<file path="src/include/fcm_cfg.svh">
// Constants of the flash command master
`ifndef FCM_CFG_SVH
`define FCM_CFG_SVH
`define FCM_CMD_UNLOCK1 8'haa
`define FCM_CMD_UNLOCK2 8'h55
`define FCM_CMD_AUTOSEL 8'h90
`define FCM_CMD_PROG 8'ha0
`define FCM_CMD_BYPASS 8'h20
`define FCM_CMD_ERASE_SETUP 8'h80
`define FCM_CMD_CHIP_ERASE 8'h10
`define FCM_CMD_RESET 8'hf0
`define FCM_CMD_BYP_EXIT 8'h00
`define FCM_UNLOCK_ADDR 20'h00000
`define FCM_AS_MANUF 20'h00000
`define FCM_AS_DEVICE 20'h00001
`define FCM_AS_PROT 20'h00002
`define FCM_SEC_LSB 16
`define FCM_REG_CTRL 4'h0
`define FCM_REG_ADDR 4'h1
`define FCM_REG_DATA 4'h2
`define FCM_REG_STAT 4'h3
`define FCM_REG_RDATA 4'h4
`define FCM_PULSE_NS 50
`define FCM_PULSE_CYC ((`FCM_PULSE_NS + 9) / 10)
`define FCM_GAP_NS 30
`define FCM_GAP_CYC ((`FCM_GAP_NS + 9) / 10)
`define FCM_RD_NS 120
`define FCM_RD_CYC ((`FCM_RD_NS + 9) / 10)
`endif

</file>
<file path="src/include/fcm_pkg.sv">
// Types of the flash command master
package fcm_pkg;
    typedef enum logic [3:0] {
        FCM_OP_RESET, FCM_OP_AUTOSEL, FCM_OP_PROGRAM, FCM_OP_BYPASS_ENTER,
        FCM_OP_BYPASS_PROG, FCM_OP_BYPASS_EXIT, FCM_OP_CHIP_ERASE,
        FCM_OP_READ
    } fcm_op_t;
    typedef struct packed {
        logic ce_n;
        logic we_n;
        logic oe_n;
        logic [19:0] addr;
        logic [7:0] dq_o;
        logic dq_oe;
    } fcm_bus_t;
endpackage

</file>
<file path="src/rtl/fcm_sync.sv">
// Three-stage pin synchroniser with agreement of the last two stages
module fcm_sync #(
    parameter int W = 9
) (
    // Clock and reset
    input wire logic clk,
    input wire logic sys_rst,
    // Pins and clean copy
    input wire logic [W-1:0] pin_i,
    output logic [W-1:0] clean_o
);
    logic [W-1:0] s1_q, s2_q, s3_q, cl_q;
    logic [W-1:0] cl_d;
    always_comb begin
        for (int i = 0; i < W; i++) begin
            cl_d[i] = (s2_q[i] == s3_q[i]) ? s3_q[i] : cl_q[i];
        end
    end
    always_ff @(posedge clk) begin
        if (sys_rst) begin
            s1_q <= '0;
            s2_q <= '0;
            s3_q <= '0;
            cl_q <= '0;
        end else begin
            s1_q <= pin_i;
            s2_q <= s1_q;
            s3_q <= s2_q;
            cl_q <= cl_d;
        end
    end
    assign clean_o = cl_q;
endmodule

</file>
<file path="src/rtl/fcm_master.sv">
// Host-side command master that drives a parallel NOR flash
`include "fcm_cfg.svh"
// How it works
// - Writes have ce_n and we_n low, oe_n high; reads hold we_n high.
// - Reset command is sent on an FCM_OP_RESET request before leaving autoselect; a time limit only sets tl_q.
// - Program is AA, 55, A0, then program_addr with program_byte.
// - Bypass entry is AA, 55, 20; bypass program is A0 then data.
// - Bypass exit is 90 then 00.
// - Chip erase is AA, 55, 80, AA, 55, 10.
// - Unlock cycles carry AA then 55.
// - Erase set-up 80 third, chip erase 10 sixth.
// - Reset command is a single F0 write.
module fcm_master
    import fcm_pkg::*;
(
    // Clock and reset
    input wire logic clk,
    input wire logic sys_rst,
    // Software register port
    input wire logic [3:0] reg_addr,
    input wire logic [31:0] reg_wdata,
    input wire logic reg_wr,
    input wire logic reg_rd,
    output logic [31:0] reg_rdata,
    // Flash pins
    output logic flash_ce_n,
    output logic flash_we_n,
    output logic flash_oe_n,
    output logic [19:0] flash_addr,
    output logic [7:0] byte_data_bus_o,
    output logic byte_data_bus_oe,
    input wire logic [7:0] byte_data_bus_i,
    input wire logic op_done_n_pin
);
    typedef enum logic [2:0] {
        ST_IDLE, ST_SETUP, ST_PULSE, ST_GAP, ST_RDWAIT, ST_BUSY
    } st_t;

    st_t st_q, st_d;
    fcm_bus_t bus_q, bus_d;
    fcm_op_t op_q, op_d;
    logic [2:0] idx_q, idx_d;
    logic [2:0] len_q, len_d;
    logic [3:0] cnt_q, cnt_d;
    logic [19:0] addr_q, addr_d;
    logic [7:0] data_q, data_d;
    logic [7:0] rbyte_q, rbyte_d;
    logic [31:0] rdata_q, rdata_d;
    logic busy_op_q, busy_op_d;
    logic done_q, done_d;
    logic tl_q, tl_d;
    logic [8:0] clean;
    logic [7:0] dq_s;
    logic rdy_s;
    logic [19:0] cyc_a;
    logic [7:0] cyc_d;
    logic cyc_rd;

    fcm_sync #(.W(9)) u_sync (
        .clk(clk),
        .sys_rst(sys_rst),
        .pin_i({op_done_n_pin, byte_data_bus_i}),
        .clean_o(clean)
    );
    assign dq_s = clean[7:0];
    assign rdy_s = clean[8];

    // Address and data of bus cycle idx for the current operation
    always_comb begin
        cyc_a = `FCM_UNLOCK_ADDR;
        cyc_d = `FCM_CMD_RESET;
        cyc_rd = 1'b0;
        unique case (op_q)
            FCM_OP_RESET: cyc_d = `FCM_CMD_RESET;
            FCM_OP_READ: begin
                cyc_rd = 1'b1;
                cyc_a = addr_q;
            end
            FCM_OP_BYPASS_PROG: begin
                cyc_d = (idx_q == 3'd0) ? `FCM_CMD_PROG : data_q;
                if (idx_q == 3'd1) cyc_a = addr_q;
            end
            FCM_OP_BYPASS_EXIT:
                cyc_d = (idx_q == 3'd0) ? `FCM_CMD_AUTOSEL : `FCM_CMD_BYP_EXIT;
            default: begin
                // Unlocked sequences: AA 55 at cycles 0,1, and for chip erase also at 3,4
                unique case (idx_q)
                    3'd0: cyc_d = `FCM_CMD_UNLOCK1;
                    3'd3: begin
                        // Program ends on its fourth cycle with address and data
                        if (op_q == FCM_OP_PROGRAM) begin
                            cyc_a = addr_q;
                            cyc_d = data_q;
                        end else begin
                            cyc_d = `FCM_CMD_UNLOCK1;
                        end
                    end
                    3'd1, 3'd4: cyc_d = `FCM_CMD_UNLOCK2;
                    3'd2: begin
                        unique case (op_q)
                            FCM_OP_AUTOSEL: cyc_d = `FCM_CMD_AUTOSEL;
                            FCM_OP_PROGRAM: cyc_d = `FCM_CMD_PROG;
                            FCM_OP_BYPASS_ENTER: cyc_d = `FCM_CMD_BYPASS;
                            default: cyc_d = `FCM_CMD_ERASE_SETUP;
                        endcase
                    end
                    3'd5: cyc_d = `FCM_CMD_CHIP_ERASE;
                    default: begin
                        cyc_a = addr_q;
                        cyc_d = data_q;
                    end
                endcase
            end
        endcase
    end

    always_comb begin
        st_d = st_q;
        bus_d = bus_q;
        op_d = op_q;
        idx_d = idx_q;
        len_d = len_q;
        cnt_d = cnt_q;
        addr_d = addr_q;
        data_d = data_q;
        rbyte_d = rbyte_q;
        busy_op_d = busy_op_q;
        done_d = done_q;
        tl_d = tl_q;
        rdata_d = 32'h0000_0000;
        if (reg_wr && reg_addr == `FCM_REG_ADDR) addr_d = reg_wdata[19:0];
        if (reg_wr && reg_addr == `FCM_REG_DATA) data_d = reg_wdata[7:0];
        if (reg_wr && reg_addr == `FCM_REG_STAT && reg_wdata[1]) done_d = 1'b0;
        if (reg_wr && reg_addr == `FCM_REG_STAT && reg_wdata[2]) tl_d = 1'b0;
        if (reg_rd) begin
            unique case (reg_addr)
                `FCM_REG_ADDR: rdata_d = {12'h000, addr_q};
                `FCM_REG_DATA: rdata_d = {24'h000000, data_q};
                `FCM_REG_STAT:
                    rdata_d = {28'h0000000, !rdy_s, tl_q, done_q,
                               st_q != ST_IDLE};
                `FCM_REG_RDATA: rdata_d = {24'h000000, rbyte_q};
                default: rdata_d = 32'h0000_0000;
            endcase
        end
        unique case (st_q)
            ST_IDLE: begin
                if (reg_wr && reg_addr == `FCM_REG_CTRL && rdy_s) begin
                    op_d = fcm_op_t'(reg_wdata[3:0]);
                    idx_d = 3'd0;
                    unique case (fcm_op_t'(reg_wdata[3:0]))
                        FCM_OP_RESET, FCM_OP_READ: len_d = 3'd1;
                        FCM_OP_AUTOSEL, FCM_OP_BYPASS_ENTER: len_d = 3'd3;
                        FCM_OP_PROGRAM: len_d = 3'd4;
                        FCM_OP_CHIP_ERASE: len_d = 3'd6;
                        default: len_d = 3'd2;
                    endcase
                    busy_op_d = reg_wdata[3:0] == FCM_OP_PROGRAM ||
                        reg_wdata[3:0] == FCM_OP_BYPASS_PROG ||
                        reg_wdata[3:0] == FCM_OP_CHIP_ERASE;
                    st_d = ST_SETUP;
                end
            end
            ST_SETUP: begin
                // address and data settle with we_n high; oe_n goes low here for reads
                bus_d.addr = cyc_a;
                bus_d.dq_o = cyc_d;
                bus_d.dq_oe = !cyc_rd;
                bus_d.ce_n = 1'b0;
                bus_d.oe_n = !cyc_rd;
                cnt_d = 4'd0;
                st_d = cyc_rd ? ST_RDWAIT : ST_PULSE;
            end
            ST_PULSE: begin
                bus_d.we_n = 1'b0;
                cnt_d = cnt_q + 4'd1;
                if (cnt_q == 4'(`FCM_PULSE_CYC)) begin
                    bus_d.we_n = 1'b1; // data held past rise
                    cnt_d = 4'd0;
                    st_d = ST_GAP;
                end
            end
            ST_RDWAIT: begin
                cnt_d = cnt_q + 4'd1;
                if (cnt_q == 4'(`FCM_RD_CYC)) begin
                    rbyte_d = dq_s;
                    bus_d.oe_n = 1'b1;
                    cnt_d = 4'd0;
                    st_d = ST_GAP;
                end
            end
            ST_GAP: begin
                bus_d.ce_n = 1'b1;
                bus_d.dq_oe = 1'b0;
                cnt_d = cnt_q + 4'd1;
                if (cnt_q == 4'(`FCM_GAP_CYC)) begin
                    idx_d = idx_q + 3'd1;
                    if (idx_q + 3'd1 == len_q) begin
                        st_d = busy_op_q ? ST_BUSY : ST_IDLE;
                        if (!busy_op_q) done_d = 1'b1;
                    end else begin
                        st_d = ST_SETUP;
                    end
                end
            end
            ST_BUSY: begin
                cnt_d = (cnt_q == 4'hf) ? cnt_q : cnt_q + 4'd1;
                if (cnt_q == 4'hf && rdy_s) begin
                    done_d = 1'b1;
                    st_d = ST_IDLE;
                end
                if (dq_s[5] && !rdy_s) tl_d = 1'b1;
            end
        endcase
    end

    always_ff @(posedge clk) begin
        if (sys_rst) begin
            st_q <= ST_IDLE;
            bus_q <= '{ce_n: 1'b1, we_n: 1'b1, oe_n: 1'b1,
                       addr: 20'h00000, dq_o: 8'h00, dq_oe: 1'b0};
            op_q <= FCM_OP_RESET;
            idx_q <= 3'd0;
            len_q <= 3'd1;
            cnt_q <= 4'd0;
            addr_q <= 20'h00000;
            data_q <= 8'hff;
            rbyte_q <= 8'h00;
            rdata_q <= 32'h0000_0000;
            busy_op_q <= 1'b0;
            done_q <= 1'b0;
            tl_q <= 1'b0;
        end else begin
            st_q <= st_d;
            bus_q <= bus_d;
            op_q <= op_d;
            idx_q <= idx_d;
            len_q <= len_d;
            cnt_q <= cnt_d;
            addr_q <= addr_d;
            data_q <= data_d;
            rbyte_q <= rbyte_d;
            rdata_q <= rdata_d;
            busy_op_q <= busy_op_d;
            done_q <= done_d;
            tl_q <= tl_d;
        end
    end

    assign reg_rdata = rdata_q;
    assign flash_ce_n = bus_q.ce_n;
    assign flash_we_n = bus_q.we_n;
    assign flash_oe_n = bus_q.oe_n;
    assign flash_addr = bus_q.addr;
    assign byte_data_bus_o = bus_q.dq_o;
    assign byte_data_bus_oe = bus_q.dq_oe;
endmodule

</file>
<file path="config.mk">
export PLATFORM = sky130hd
export DESIGN_NAME = fcm_master
export DESIGN_NICKNAME = d
export VERILOG_FILES = /design/src/include/fcm_pkg.sv /design/src/rtl/fcm_sync.sv /design/src/rtl/fcm_master.sv
export VERILOG_INCLUDE_DIRS = /design/src /design/src/include
export SDC_FILE = /design/constraint.sdc
export NUM_CORES = 1
export LEC_CHECK = 0
export BUFFER_PORTS_ARGS = -buffer_cell sky130_fd_sc_hd__buf_4
export CAP_MARGIN = 15
export CORE_AREA = 4 4 147 78
export CTS_CLUSTER_DIAMETER = 200
export DETAILED_ROUTE_END_ITERATION = 16
export DIE_AREA = 0 0 151 82
export PLACE_DENSITY = 0.83
export SYNTH_ARGS = -nofsm -noshare
export SYNTH_HDL_FRONTEND = slang
export SYNTH_SLANG_ARGS = --single-unit
</file>
<file path="constraint.sdc">
create_clock -name clk -period 5.01 [get_ports clk]
set_clock_uncertainty 0.1 [all_clocks]
set_input_delay 1.002 -clock clk [delete_from_list [all_inputs] [get_ports clk]]
set_output_delay 1.002 -clock clk [all_outputs]
set_load 0.05 [all_outputs]
</file>
==> results.ini <==
[run_status]
outcome=completed

[critical_path]
crit_arrival_ns=3.05
worstPathRequired_ns=5.24
cp-start-kind=input port
slowest_delay_ns=0.72
slowest_stage=and2_1
crit_family=simple AND/OR/NAND/NOR gates
crit_buf_inv=1
crit_chain=buf_4 -> or2_1 -> nor3b_2 -> and2_1 -> nand2_1 -> a21oi_1
path_class=in2reg
cp-end-kind=register
critPathMaxFanout=20

[sta]
tightestPinTransition_ns=0.954
finalSetupViolCount=0
fmax_mhz=355
setup_slack_ns=2.19
tns_ns=0
slew_headroom=0.364
finalHoldViolCount=0
period_minus_slack_ns=2.82
post-route-period-util=0.562
timing.hold.ws_ns=0.334
maxSlewViolCount=0
rsz0062_at_grt=false

[placement]
globalplace.congestion=0.870
place_ws_ns=1.85
hpwlAfterDp_mm=8.56
io_buffer_count=88

[floorplanning]
dieWidth_um=151
die_height_um=82
ios=113
placementRows=26
initial_core_util=0.582
dieArea_sq_mm=0.0124
core_sq_mm=0.0101

[synthesis]
post_synth.cell_area_avg_sq_um=9.23
synth_top_cell_area_share=0.491
yosys.area.top_type=dfxtp_1
synthTopCellsByArea=dfxtp_1, a21oi_1, nor2b_1
syn-instance-count=636
yosys_warnings=0
synth_top_flop_cell=dfxtp_1
synth_compound_area_frac=0.179
synth_fa_ha_area_frac=0.0171
synth_top_family_by_area=simple AND/OR/NAND/NOR gates
synth.most_common_cell=dfxtp_1
async_flop_share=0
synth-seq-cells=144
synthTopCellsByCount=dfxtp_1, nand2_1, a21oi_1
synth_edf_count=0
muxShareOfSynthArea=0.0222
synth.distinct_cells=66
syn_area_sq_mm=0.00587
synth_xor_area_frac=0.0104
ys_seq_area_frac=0.491
synth-simple-area-share=0.216

[route]
dr.pass1.iters=5
vias=4680
avgViaCountPerCell=5.47
drt_iter0_drc=450
drc=0
antenna_left=0
wl_per_cell_um=14.8
wl_mm=12.7

[final_layout]
area_delta_synth_final_pct=19.9
nNetsFinal=760
drive_above_1_share=0.197
post-route-util=0.698
nFillCells=743
insertedDiodeCount=0

[job]
drv_cap=0

[power]
internal_power_mw=1.94
seqPwrFrac=0.460
power_leakage_nw=2.76
power_frac_clock=0.501
combPwrFrac=0.039
p_per_area_mw_per_mm2=359
finalPower_mw=2.53
swShare=0.232
peakVddDrop_v=0.000310
switching_power_mw=0.586

[clocking]
cts_buffers=17
clkTransAtPathRegs_ns=0.06
insertion_delay_ns=0.41
cts_tree=built
post_cts_buffers=0
hold_buffers=0
cts_root_buf=clkbuf_16
clock-sinks=144
clockBufferDepth=2
ctsResizeCount=0
htreeDepth=4

[grt]
grt_pass1_wl_mm=20.6
antenna_found_initial=0
grt_overflow=0
grt_max_degree=56
grtUsageTotal=0.209
first_global_vias=4200

[hold_path]
hp-class=reg2reg

## path summary, 6_finish.rpt
check / end / slack, ns / depth (start not counted) / startpoint
setup / recovery: addr_q[0] / 2.19 / 6 / reg_addr[3]
hold / removal: u_sync.s2_q[4] / 0.33 / 1 / u_sync.s1_q[4]
setup reg to reg: flash_addr[4] / 2.52 / 7 / idx_q[0]
hold reg to reg: u_sync.s2_q[4] / 0.33 / 1 / u_sync.s1_q[4]
## sequential cells by signal, summed over array words and instances, names as in the netlist, 3 cells and up
signal           cells
addr_q              20
flash_addr          20
reg_rdata           20
u_sync.clean_o       9
u_sync.s1_q          9
u_sync.s2_q          9
u_sync.s3_q          9
byte_data_bus_o      8
data_q               8
rbyte_q              8
cnt_q                4
op_q                 4
idx_q                3
len_q                3
st_q                 3
## final cells by class
cell class	instances	area, sq um	area share
Sequential cell	144	2880	0.409
Tap cell	140	175	0.0249
Multi-Input combinational cell	437	2660	0.378
Clock inverter	14	168	0.0238
Inverter	12	45.0	0.00640
Timing Repair Buffer	91	683	0.0970
Clock buffer	18	429	0.0609
## per-stage QoR
step,cell area [sq um],instances
floorplan,5910,647
global placement,6440,824
detailed placement,6440,824
CTS,7040,856
global route,7040,856
finish,7040,856
## layer usage
layer	global-route usage	routed length [um]	vias up	share of wire
li1	-	-	2308	-
met1	0.272	5690	2204	0.45
met2	0.357	6030	156	0.48
met3	0.0424	829	12	0.065
met4	0.0642	123	0	0.0097
met5	0	0	-	0
## power by group through the flow
stage	clock network, mW	registers, mW	logic, mW
after global placement	0	1.19	0.0971
after global routing	1.34	1.17	0.108
after CTS	1.28	1.16	0.0993
after detailed placement	0	1.19	0.0982
final	1.27	1.16	0.0992
after floorplan	0	1.19	0.0712
## cell usage in the layout, fill, tap and decap left out, drive strengths merged, types with 5 or more instances in the layout
master  netlist  final
buf          39     91
dfxtp       144    144
and2         14     14
ha            8      8
nor2         55     55
a22oi         7      7
a211oi        6      6
o21ai        20     20
conb          1     12
nand2b        9      9
inv          11     19
a21o          5      5
a22o         29     29
mux2i        13     13
nor3          8      8
clkbuf       15     18
nand3        12     12
a21oi        58     58
nor2b        44     44
a211o        12     12
nand2        72     72
## worst register-to-register path: cells and delay by family (launching register included)
family                     cells  cell delay, ns
DFF                            1            0.43
adders and majority gates      1            0.27
buffers and inverters          1            0.11
AOI/OAI and AO/OA              3            1.20
and+or+nand+nor                2            0.32
## logic make-up (layout without fill, tap and decap cells)
logic type | Yosys count | after routing
and+or+nand+nor | 242 | 242
adders and majority gates | 8 | 8
xor gates and xnor gates | 7 | 7
other | 1 | 12
buffers and inverters | 66 | 135
AOI/OAI and AO/OA | 155 | 155
muxes | 13 | 13
DFF | 144 | 144
Power figures use the tool's default switching activity.
